## src/sram_host_pkg.sv

```systemverilog
// constants and types for the asynchronous sram write/read host controller
package sram_host_pkg;
    localparam int ADDR_W = 13;
    localparam int DATA_W = 8;
    localparam int CLK_PERIOD_NS = 25;
    // least times in ns, rounded up to whole cycles below
    localparam int T_ADDR_SETUP_NS = 0;
    localparam int T_WRITE_PULSE_NS = 35;
    localparam int T_DATA_SETUP_NS = 20;
    localparam int T_DATA_HOLD_NS = 0;
    localparam int T_RECOVERY_NS = 0;
    localparam int T_READ_ACCESS_NS = 45;
    localparam int T_BUS_RELEASE_NS = 20;
    function automatic int ns_to_cycles(input int ns);
        int c;
        c = (ns + CLK_PERIOD_NS - 1) / CLK_PERIOD_NS;
        return (c < 1) ? 1 : c;
    endfunction
    localparam int CYC_SETUP = ns_to_cycles(T_ADDR_SETUP_NS);
    localparam int CYC_PULSE_A = ns_to_cycles(T_WRITE_PULSE_NS);
    localparam int CYC_PULSE_B = ns_to_cycles(T_DATA_SETUP_NS);
    localparam int CYC_PULSE = (CYC_PULSE_A > CYC_PULSE_B) ?
                               CYC_PULSE_A : CYC_PULSE_B;
    localparam int CYC_HOLD = ns_to_cycles(T_DATA_HOLD_NS);
    localparam int CYC_RECOV = ns_to_cycles(T_RECOVERY_NS);
    localparam int CYC_ACCESS = ns_to_cycles(T_READ_ACCESS_NS);
    localparam int CYC_RELEASE = ns_to_cycles(T_BUS_RELEASE_NS);
    localparam int CNT_W = 4;
    localparam logic [CNT_W-1:0] CNT_ZERO = 4'h0;
    localparam logic [CNT_W-1:0] CNT_ONE = 4'h1;
    typedef enum logic [2:0] {
        ST_IDLE, ST_SETUP, ST_PULSE, ST_HOLD, ST_RECOV, ST_RD_ACCESS,
        ST_RD_RELEASE
    } host_state_t;
endpackage

```

## src/req_capture.sv

```systemverilog
// one-entry request holding register with registered read port
module req_capture
    import sram_host_pkg::*;
(
    input  wire logic              core_clk,
    input  wire logic              rst,
    input  wire logic              load,
    input  wire logic              load_write,
    input  wire logic [ADDR_W-1:0] load_addr,
    input  wire logic [DATA_W-1:0] load_data,
    output logic                   held_write,
    output logic [ADDR_W-1:0]      held_addr,
    output logic [DATA_W-1:0]      held_data
);
    logic              next_write;
    logic [ADDR_W-1:0] next_addr;
    logic [DATA_W-1:0] next_data;

    // take a new request only on load
    always_comb begin
        next_write = held_write;
        next_addr  = held_addr;
        next_data  = held_data;
        if (load) begin
            next_write = load_write;
            next_addr  = load_addr;
            next_data  = load_data;
        end
    end

    // register the held request
    always_ff @(posedge core_clk or posedge rst) begin
        if (rst) begin
            held_write <= 1'b0;
            held_addr  <= '0;
            held_data  <= '0;
        end else begin
            held_write <= next_write;
            held_addr  <= next_addr;
            held_data  <= next_data;
        end
    end
endmodule

```

## src/sram_host.sv

```systemverilog
// host controller driving an asynchronous sram through its pins
// Function
// RQ1: write begins when last strobe becomes active
// RQ2: write ends when first strobe goes inactive
// RQ3: strobe early keeps device outputs tristated
// RQ4: host never fights device outputs in hold
// RQ5: write strobe high whenever address changes
// RQ6: high select mirrors low select, inverted
// RQ7: host keeps every input timing as minimum
// RQ8: read data sampled after maximum access time
// RQ9: write strobe held high during reads
// RQ10: addressed word stored at write end
module sram_host
    import sram_host_pkg::*;
(
    input  wire logic              core_clk,
    input  wire logic              rst,
    input  wire logic              req_valid,
    input  wire logic              req_write,
    input  wire logic              req_enable_ctl,
    input  wire logic [ADDR_W-1:0] req_addr,
    input  wire logic [DATA_W-1:0] req_wdata,
    output logic                   req_ready,
    output logic                   rd_valid,
    output logic [DATA_W-1:0]      rd_data,
    output logic [ADDR_W-1:0]      mem_addr,
    output logic                   chip_select_active_low_n,
    output logic                   chip_select_active_high,
    output logic                   write_strobe_n,
    output logic                   output_enable_n,
    output logic [DATA_W-1:0]      dq_out,
    output logic                   dq_oe,
    input  wire logic [DATA_W-1:0] dq_in
);

    // ------------------------------------------------------------
    // request holding
    // ------------------------------------------------------------
    logic              held_write;
    logic [ADDR_W-1:0] held_addr;
    logic [DATA_W-1:0] held_data;
    logic              take;

    assign take = req_valid && req_ready;

    req_capture u_req (
        .core_clk   (core_clk),
        .rst        (rst),
        .load       (take),
        .load_write (req_write),
        .load_addr  (req_addr),
        .load_data  (req_wdata),
        .held_write (held_write),
        .held_addr  (held_addr),
        .held_data  (held_data)
    );

    // ------------------------------------------------------------
    // sequencer
    // ------------------------------------------------------------
    host_state_t       state, next_state;
    logic [CNT_W-1:0]  cnt, next_cnt;
    logic              en_ctl, next_en_ctl;
    logic              next_ready, next_rd_valid;
    logic [DATA_W-1:0] next_rd_data;
    logic [ADDR_W-1:0] next_addr;
    logic              next_csl_n, next_csh, next_we_n, next_oe_n;
    logic [DATA_W-1:0] next_dq_out;
    logic              next_dq_oe;

    function automatic logic [CNT_W-1:0] cyc(input int n);
        return n[CNT_W-1:0];
    endfunction

    // next pin and state values
    always_comb begin
        next_state    = state;
        next_cnt      = (cnt != CNT_ZERO) ? cnt - CNT_ONE : CNT_ZERO;
        next_en_ctl   = en_ctl;
        next_ready    = 1'b0;
        next_rd_valid = 1'b0;
        next_rd_data  = rd_data;
        next_addr     = mem_addr;
        next_csl_n    = 1'b1;
        next_csh      = 1'b0;
        next_we_n     = 1'b1;
        next_oe_n     = 1'b1;
        next_dq_out   = dq_out;
        next_dq_oe    = 1'b0;
        case (state)
            ST_IDLE: begin
                next_ready = !take;
                if (take) begin
                    // address moves only with the write strobe high; a read turns on selects and OE on the same edge
                    next_addr   = req_addr; // RQ5
                    next_en_ctl = req_enable_ctl;
                    next_cnt    = cyc(CYC_SETUP);
                    next_state  = req_write ? ST_SETUP : ST_RD_ACCESS;
                    if (!req_write) begin
                        next_csl_n = 1'b0; // RQ9
                        next_csh   = 1'b1; // RQ6
                        next_oe_n  = 1'b0;
                        next_cnt   = cyc(CYC_ACCESS);
                    end
                end
            end
            ST_SETUP: begin
                // strobe-controlled: selects first, strobe last
                next_csl_n  = en_ctl;
                next_csh    = !en_ctl; // RQ6
                next_dq_out = held_data;
                next_dq_oe  = 1'b1;
                if (cnt == CNT_ZERO) begin
                    // last edge starts the write, strobe early -> hi-z
                    next_csl_n = 1'b0; // RQ1
                    next_csh   = 1'b1; // RQ3
                    next_we_n  = 1'b0;
                    next_cnt   = cyc(CYC_PULSE - 1);
                    next_state = ST_PULSE;
                end else if (en_ctl) begin
                    next_we_n = 1'b0; // RQ3
                end
            end
            ST_PULSE: begin
                next_csl_n  = 1'b0;
                next_csh    = 1'b1;
                next_we_n   = 1'b0;
                next_dq_oe  = 1'b1;
                if (cnt == CNT_ZERO) begin
                    // first inactive edge ends the write and stores
                    next_csl_n = en_ctl ? 1'b1 : 1'b0; // RQ2
                    next_csh   = en_ctl ? 1'b0 : 1'b1; // RQ10
                    next_we_n  = en_ctl ? 1'b0 : 1'b1; // RQ2
                    next_cnt   = cyc(CYC_HOLD - 1);
                    next_state = ST_HOLD;
                end
            end
            ST_HOLD: begin
                // data still driven, device outputs stay off
                next_we_n  = en_ctl ? 1'b0 : 1'b1;
                next_csl_n = en_ctl;
                next_csh   = !en_ctl;
                next_dq_oe = 1'b1; // RQ4
                if (cnt == CNT_ZERO) begin
                    next_csl_n = 1'b1;
                    next_csh   = 1'b0;
                    next_we_n  = 1'b1;
                    next_dq_oe = 1'b0;
                    next_cnt   = cyc(CYC_RECOV - 1);
                    next_state = ST_RECOV;
                end
            end
            ST_RECOV: begin
                if (cnt == CNT_ZERO) begin
                    next_ready = 1'b1; // RQ7
                    next_state = ST_IDLE;
                end
            end
            ST_RD_ACCESS: begin
                next_csl_n = 1'b0;
                next_csh   = 1'b1;
                next_oe_n  = 1'b0;
                if (cnt == CNT_ONE) begin
                    next_rd_data  = dq_in; // RQ8
                    next_rd_valid = 1'b1;
                    next_csl_n    = 1'b1;
                    next_csh      = 1'b0;
                    next_oe_n     = 1'b1;
                    next_cnt      = cyc(CYC_RELEASE);
                    next_state    = ST_RD_RELEASE;
                end
            end
            ST_RD_RELEASE: begin
                // let device outputs float before host may drive
                if (cnt == CNT_ONE || cnt == CNT_ZERO) begin
                    next_ready = 1'b1; // RQ4
                    next_state = ST_IDLE;
                end
            end
            default: begin
                next_state = ST_IDLE;
            end
        endcase
    end

    // register state and pins
    always_ff @(posedge core_clk or posedge rst) begin
        if (rst) begin
            state                    <= ST_IDLE;
            cnt                      <= CNT_ZERO;
            en_ctl                   <= 1'b0;
            req_ready                <= 1'b0;
            rd_valid                 <= 1'b0;
            rd_data                  <= '0;
            mem_addr                 <= '0;
            chip_select_active_low_n <= 1'b1;
            chip_select_active_high  <= 1'b0;
            write_strobe_n           <= 1'b1;
            output_enable_n          <= 1'b1;
            dq_out                   <= '0;
            dq_oe                    <= 1'b0;
        end else begin
            state                    <= next_state;
            cnt                      <= next_cnt;
            en_ctl                   <= next_en_ctl;
            req_ready                <= next_ready;
            rd_valid                 <= next_rd_valid;
            rd_data                  <= next_rd_data;
            mem_addr                 <= next_addr;
            chip_select_active_low_n <= next_csl_n;
            chip_select_active_high  <= next_csh;
            write_strobe_n           <= next_we_n;
            output_enable_n          <= next_oe_n;
            dq_out                   <= next_dq_out;
            dq_oe                    <= next_dq_oe;
        end
    end

    // ------------------------------------------------------------
    // assertions
    // ------------------------------------------------------------
    logic sel_on;
    logic wr_on;
    assign sel_on = !chip_select_active_low_n && chip_select_active_high;
    assign wr_on  = sel_on && !write_strobe_n;
endmodule

```

## config.mk

```make
export PLATFORM = sky130hd
export DESIGN_NAME = sram_host
export DESIGN_NICKNAME = d
export VERILOG_FILES = /design/src/sram_host_pkg.sv /design/src/req_capture.sv /design/src/sram_host.sv
export SDC_FILE = /design/constraint.sdc
export NUM_CORES = 1
export LEC_CHECK = 0
export BUFFER_PORTS_ARGS = -buffer_cell sky130_fd_sc_hd__buf_2
export CORE_MARGIN = 2
export CORE_UTILIZATION = 55
export DETAILED_ROUTE_END_ITERATION = 10
export PLACE_DENSITY = 0.9
export SLEW_MARGIN = 5
export SYNTH_ARGS = -nofsm -noshare
export SYNTH_HDL_FRONTEND = slang
export SYNTH_SLANG_ARGS = --single-unit
export TNS_END_PERCENT = 20
```

## constraint.sdc

```tcl
create_clock -name core_clk -period 4.9 [get_ports core_clk]
set_input_delay 0.735 -clock core_clk [delete_from_list [all_inputs] [get_ports core_clk]]
set_output_delay 0.735 -clock core_clk [all_outputs]
set_load 0.01 [all_outputs]
```

==> reports/results.ini, run 1 <==
[outcome]
status=finished, final reports clean

[floorplan]
dieArea_mm2=0.00472
core_mm2=0.00403
fp-row-count=23
die-width_um=68.7
die_y_um=68.7
io_pins=70
start_util_pct=57.1

[timing]
slew_violations=0
hold_viol_final=0
setup_viol=0
rsz0062_at_grt=false
setup_tns_ns=0
tightest_slew_ns=1.05
relSlewSlack_pct=30.0
post-route-min-period_ns=2.03
timing.final.crit_share_pct=41.5
timing.hold.ws_ns=0.507
skew_ns=0.00527
fmax_mhz=492
finalWorstSetupSlack_ns=2.87

[synthesis]
yosys-top-cells-area=dfrtp_1 53%, mux2_2 19%, dfstp_2 3.4%
ys_types=38
synth.avg_cell_area_um2=13.1
ys_ff_latch=52
synth_flop_cell=dfrtp_1
ys_top_cells_by_count=49 x dfrtp_1, 38 x mux2_2, 13 x nor2_1
netlist_instances=176
ys_seq_area_share_pct=56.7
ys_warn_count=0
synth_area_mm2=0.00230
yosysTopAreaCellShare_pct=53.3
synth_most_common_cell=dfrtp_1
synth_edf_count=0
yosys.area.top_type=dfrtp_1
synth_fp_nets=213
async_reset_ff_share_pct=100

[route]
ant_nets=0
routed_wl_mm=4.60
drtIter0Drc=78
vias=1603
wl_per_cell_um=15.6
vias_per_cell=5.45
drc=0
dr.pass1.iters=4

[worst_setup_path]
reg2reg_to=rd_data[4]
crit_slowest_cell=and3_1
crit_path_max_incr_delay_ns=0.46
cp-start-kind=register
worstSetupPathType=register to register
worst-path-max-fanout=9
worstReg2RegStart=cnt[1]
end_kind=register
crit_chain=inv_1, ha_1, nor3b_4, and3_1, mux2_2
r2r_cells=5
worstPathArrival_ns=2.22
rrSetupSlack_ns=2.87
required_ns=5.09

[clock_network]
cts_hold_buf=0
clk_latency_ns=0.30
htreeDepth=2
cts.path.max_buffers=2
post_cts_buffers=0
cts-buffers-inserted=5
path_clk_slew_ns=0.09
cts.repair.resized=0
cts_tree=built
clock-sinks=52
root_buffer=clkbuf_8

[global_route]
grt_pass1_vias=1558
antenna_found_initial=0
grt_pass1_wl_mm=7.02
track_usage_pct=20.5
grt_overflow=0
grt_max_degree=53

[place]
io_buffer_count=69
gp_congestion=0.822
dp.cells=286
hpwl_mm=3.27
dpl_worst_slack_ns=2.87

[final_layout]
antennaDiodeCount=0
ff_latch_area_mm2=0.00131
fill_cells=301
final_util_pct=68.4
drive_above_1_share_pct=50.4
fin_cells=294
syn2layout_area_growth_pct=19.7
multi_input_area_um2=918
layout.nets=280

[pwr]
p_leak_nw=1.29
ir_worst_vdd_mv=0.444
powerDensity_mw_per_mm2=688

[hold_path]
hold_class=register to register
hold_end=dq_out[1]
whs_path_depth=1
min_from=u_req.held_data[1]

[flow_run]
maxCapViolations=0

## metal layers
layer / part of all wire, % / wire (um) / up-vias / GRT usage, %
met2: 54 / 2470 / 64 / 34.4
met1: 39 / 1770 / 780 / 24.8
met5: 0 / 0 / - / 0
met4: 1.4 / 65 / 0 / 7.84
met3: 6.3 / 288 / 5 / 6.17
li1: - / - / 754 / -
## where the power goes
part           total, W  switching (W)  internal (W)
combinational  0.000788       0.000385      0.000404
clock          0.000283       0.000131      0.000153
sequential     0.000824       0.000177      0.000648
## sequential cells by signal, indices dropped and copies added (netlist names)
signal / cells
chip_select_active_high: 1
chip_select_active_low_n: 1
cnt: 4
dq_oe: 1
dq_out: 8
en_ctl: 1
mem_addr: 13
output_enable_n: 1
rd_data: 8
rd_valid: 1
req_ready: 1
state: 3
u_req.held_data: 8
write_strobe_n: 1
## worst max-delay path by stage
stage                          from                  endpoint  slack [ns]  cells past startpoint
after global routing         cnt[0]                    cnt[0]        2.74                      6
after global placement    req_valid  chip_select_active_low_n        2.93                      5
after floorplan                 rst   chip_select_active_high        2.91                      1
final                        cnt[1]                rd_data[4]        2.87                      5
after detailed placement  req_valid  chip_select_active_low_n        2.87                      5
after CTS                    cnt[1]                rd_data[0]        2.86                      5
## cell families (layout without fill, tap and decap cells)
group | Yosys count | in the layout | share of synthesized area, %
flip-flops | 52 | 52 | 56.7
multiplexers | 41 | 41 | 19.9
AND/OR/NAND/NOR | 40 | 40 | 10.6
AO/OA/AOI/OAI | 24 | 24 | 7.01
buffers and inverters | 14 | 82 | 3.42
adder cells (fa/ha/maj) | 3 | 3 | 1.63
XOR/XNOR | 2 | 2 | 0.761
## area by class of cell
| cell class | instances | area share (%) |
|---|---|---|
| clock inverter | 1 | 1.09 |
| inverter | 5 | 0.681 |
| tap | 50 | 2.27 |
| sequential | 52 | 47.3 |
| multi-input combinational | 110 | 33.3 |
| timing repair buffer | 69 | 12.5 |
| clock buffer | 7 | 2.77 |
## worst max-delay path: cells and delay by family, from the launching register on
family / cells / cell delay, ns
simple gates: 2 / 0.79
flops: 1 / 0.40
mux: 1 / 0.39
fa+ha+maj: 1 / 0.22
buf+inv: 1 / 0.12
## stage by stage
stage	power (W)	cell area (um2)
floorplan	0.00136	2300
global placement	0.00156	2650
detailed placement	0.00162	2650
CTS	0.00190	2760
global route	0.00202	2760
finish	0.00190	2760
## layout by cell type, fill, tap and decap left out, drive strengths merged, types with 3 or more instances in the layout
cell,Yosys,final
buf,7,69
a21oi,5,5
nor2,15,15
clkbuf,2,7
dfstp,3,3
dfrtp,49,49
inv,5,5
ha,3,3
mux2,38,38
nand2,8,8
o21ai,6,6
nor3,4,4
mux2i,3,3
(Power assumes the default switching activity.)
==> run 2: changes to the inputs <==
--- a/config.mk
+++ b/config.mk
@@ -7,9 +7,9 @@
 export LEC_CHECK = 0
 export BUFFER_PORTS_ARGS = -buffer_cell sky130_fd_sc_hd__buf_2
 export CORE_MARGIN = 2
-export CORE_UTILIZATION = 55
+export CORE_UTILIZATION = 51
 export DETAILED_ROUTE_END_ITERATION = 10
-export PLACE_DENSITY = 0.9
+export PLACE_DENSITY = 0.84
 export SLEW_MARGIN = 5
 export SYNTH_ARGS = -nofsm -noshare
 export SYNTH_HDL_FRONTEND = slang
==> constraint.sdc (replaced) <==
create_clock -name core_clk -period 1.9 [get_ports core_clk]
set_input_delay 0.285 -clock core_clk [delete_from_list [all_inputs] [get_ports core_clk]]
set_output_delay 0.285 -clock core_clk [all_outputs]
set_load 0.01 [all_outputs]
==> run 2 against run 1 <==
Compared with the run above: critical path depth rose by 1; die area rose by 7.4%; routed wire length fell by 4.2%; highest routed layer unchanged.
==> reports/results.ini, run 2 (synthesis gave the netlist of run 1 again) <==
[worst_setup_path]
worst-path-max-fanout=5  ; -4
rrSetupSlack_ns=0.08  ; -2.78 ns
r2r_cells=6  ; +1
reg2reg_to=chip_select_active_low_n
end_kind=register
worstSetupPathType=register to register
cp-start-kind=register
worstReg2RegStart=cnt[0]
required_ns=2.12  ; -2.97 ns
worstPathArrival_ns=2.04  ; -0.18 ns

[timing]
tightest_slew_ns=0.538  ; -0.510 ns
relSlewSlack_pct=64.1  ; +34 points
fmax_mhz=550  ; +12%
timing.final.crit_share_pct=95.6  ; +54 points
hold_viol_final=0  ; unchanged
skew_ns=0.00426  ; -0.00101 ns
slew_violations=0  ; unchanged
post-route-min-period_ns=1.82  ; -0.217 ns
finalWorstSetupSlack_ns=0.0834  ; -2.78 ns
setup_tns_ns=0  ; unchanged
setup_viol=0  ; unchanged

[place]
gp_congestion=0.846  ; +2.9%
dpl_worst_slack_ns=0.0851  ; -2.79 ns
place_area_mm2=0.00274  ; +3.3%
hpwl_mm=3.13  ; -4.4%
io_buffer_count=69  ; unchanged
dp.cells=296  ; +3.5%

[clock_network]
cts_tree=built
clk_latency_ns=0.29  ; about the same
cts.repair.resized=0  ; unchanged
root_buffer=clkbuf_8
htreeDepth=2  ; unchanged
cts.path.max_buffers=2  ; unchanged
clock-sinks=52  ; unchanged
cts_hold_buf=0  ; unchanged
path_clk_slew_ns=0.09  ; about the same
post_cts_buffers=0  ; unchanged
cts-buffers-inserted=5  ; unchanged

[route]
drtIter0Drc=100  ; +28%
ant_nets=0  ; unchanged
wl_per_cell_um=14.4  ; -8.0%
vias=1621  ; +1.1%
routed_wl_mm=4.41  ; -4.2%
vias_per_cell=5.30  ; -2.8%
dr.pass1.iters=4  ; unchanged
drc=0  ; unchanged

[global_route]
grt_overflow=0  ; unchanged
grt_max_degree=29  ; -45%
track_usage_pct=17.4  ; -3.1 points
grt_pass1_vias=1641  ; +5.3%
grt_pass1_wl_mm=7.04  ; +0.28%
antenna_found_initial=0  ; unchanged

[floorplan]
fp-row-count=24  ; +4.3%
start_util_pct=52.9  ; -4.3 points
dieArea_mm2=0.00507  ; +7.4%
io_pins=70  ; unchanged
die_y_um=71.2  ; +3.6%
core_mm2=0.00435  ; +8.1%
die-width_um=71.2  ; +3.6%

[final_layout]
final_util_pct=65.9  ; -2.5 points
drive_above_1_share_pct=52.8  ; +2.3 points
layout.nets=290  ; +3.6%
regMostFlops=mem_addr
antennaDiodeCount=0  ; unchanged
final_cell_mix=69 x buf_2, 49 x dfrtp_1, 38 x mux2_2
final_common_cell=buf_2
largest_reg_flops=13  ; unchanged
stdcell_area_mm2=0.00287  ; +4.1%
syn2layout_area_growth_pct=24.6
fin_cells=306  ; +4.1%

[pwr]
ir_worst_vdd_mv=0.893  ; +100%
p_leak_nw=1.35  ; +4.7%
powerDensity_mw_per_mm2=1740  ; +150%

[outcome]
status=finished, final reports clean

[hold_path]
hold_class=input pin to asynchronous set/reset pin

[flow_run]
maxCapViolations=0  ; unchanged

run 2: layout make-up:
| type | count | area, um2 |
|---|---|---|
| Fill cell | 331 | 1490 |
| Sequential cell | 52 | 1310 |
| Multi-Input combinational cell | 111 | 931 |
| Timing Repair Buffer | 78 | 438 |
| Clock buffer | 6 | 72.6 |
| Tap cell | 52 | 65.1 |
| Clock inverter | 2 | 38.8 |
| Inverter | 5 | 18.8 |
run 2: metrics by stage:
stage          hold WS [ns]  total power [W]
2_1_floorplan         0.393          0.00351
3_3_place_gp          0.355          0.00413
3_5_place_dp          0.360          0.00422
4_1_cts              0.0327          0.00499
5_1_grt              0.0712          0.00533
6_report             0.0214          0.00499
run 2: routing by layer:
layer  GRT usage (%)  part of all wire (%)  wire (um)
met4            3.98                  0.43         19
met1            20.8                    42       1840
met3            5.98                   8.1        358
met2            30.3                    50       2190
met5               0                     0          0
run 2: how the worst max path moves through the flow:
| stage | cells after the start | endpoint | from | slack (ns) |
|---|---|---|---|---|
| 2_1_floorplan | 6 | rd_data[0] | cnt[1] | 0.24 |
| 5_1_grt | 6 | chip_select_active_low_n | cnt[0] | -0.04 |
| 3_3_place_gp | 6 | rd_data[7] | cnt[1] | 0.16 |
| 3_5_place_dp | 6 | rd_data[3] | cnt[1] | 0.09 |
| 6_report | 6 | chip_select_active_low_n | cnt[0] | 0.08 |
| 4_1_cts | 6 | rd_data[3] | cnt[1] | 0.05 |
run 2: worst max-delay path, stage by stage, from the launching register on:
cell and delay (ns):
dfrtp_1 0.43, inv_1 0.11, ha_1 0.25, nor3b_4 0.33
mux2i_1 0.25, nor2_1 0.07, or3_1 0.31
run 2: where the power goes:
| part | total (W) | internal, W | switching [W] |
|---|---|---|---|
| Clock | 0.000750 | 0.000398 | 0.000351 |
| Sequential | 0.00205 | 0.00167 | 0.000380 |
| Combinational | 0.00219 | 0.00113 | 0.00106 |
| Total | 0.00499 | 0.00320 | 0.00179 |
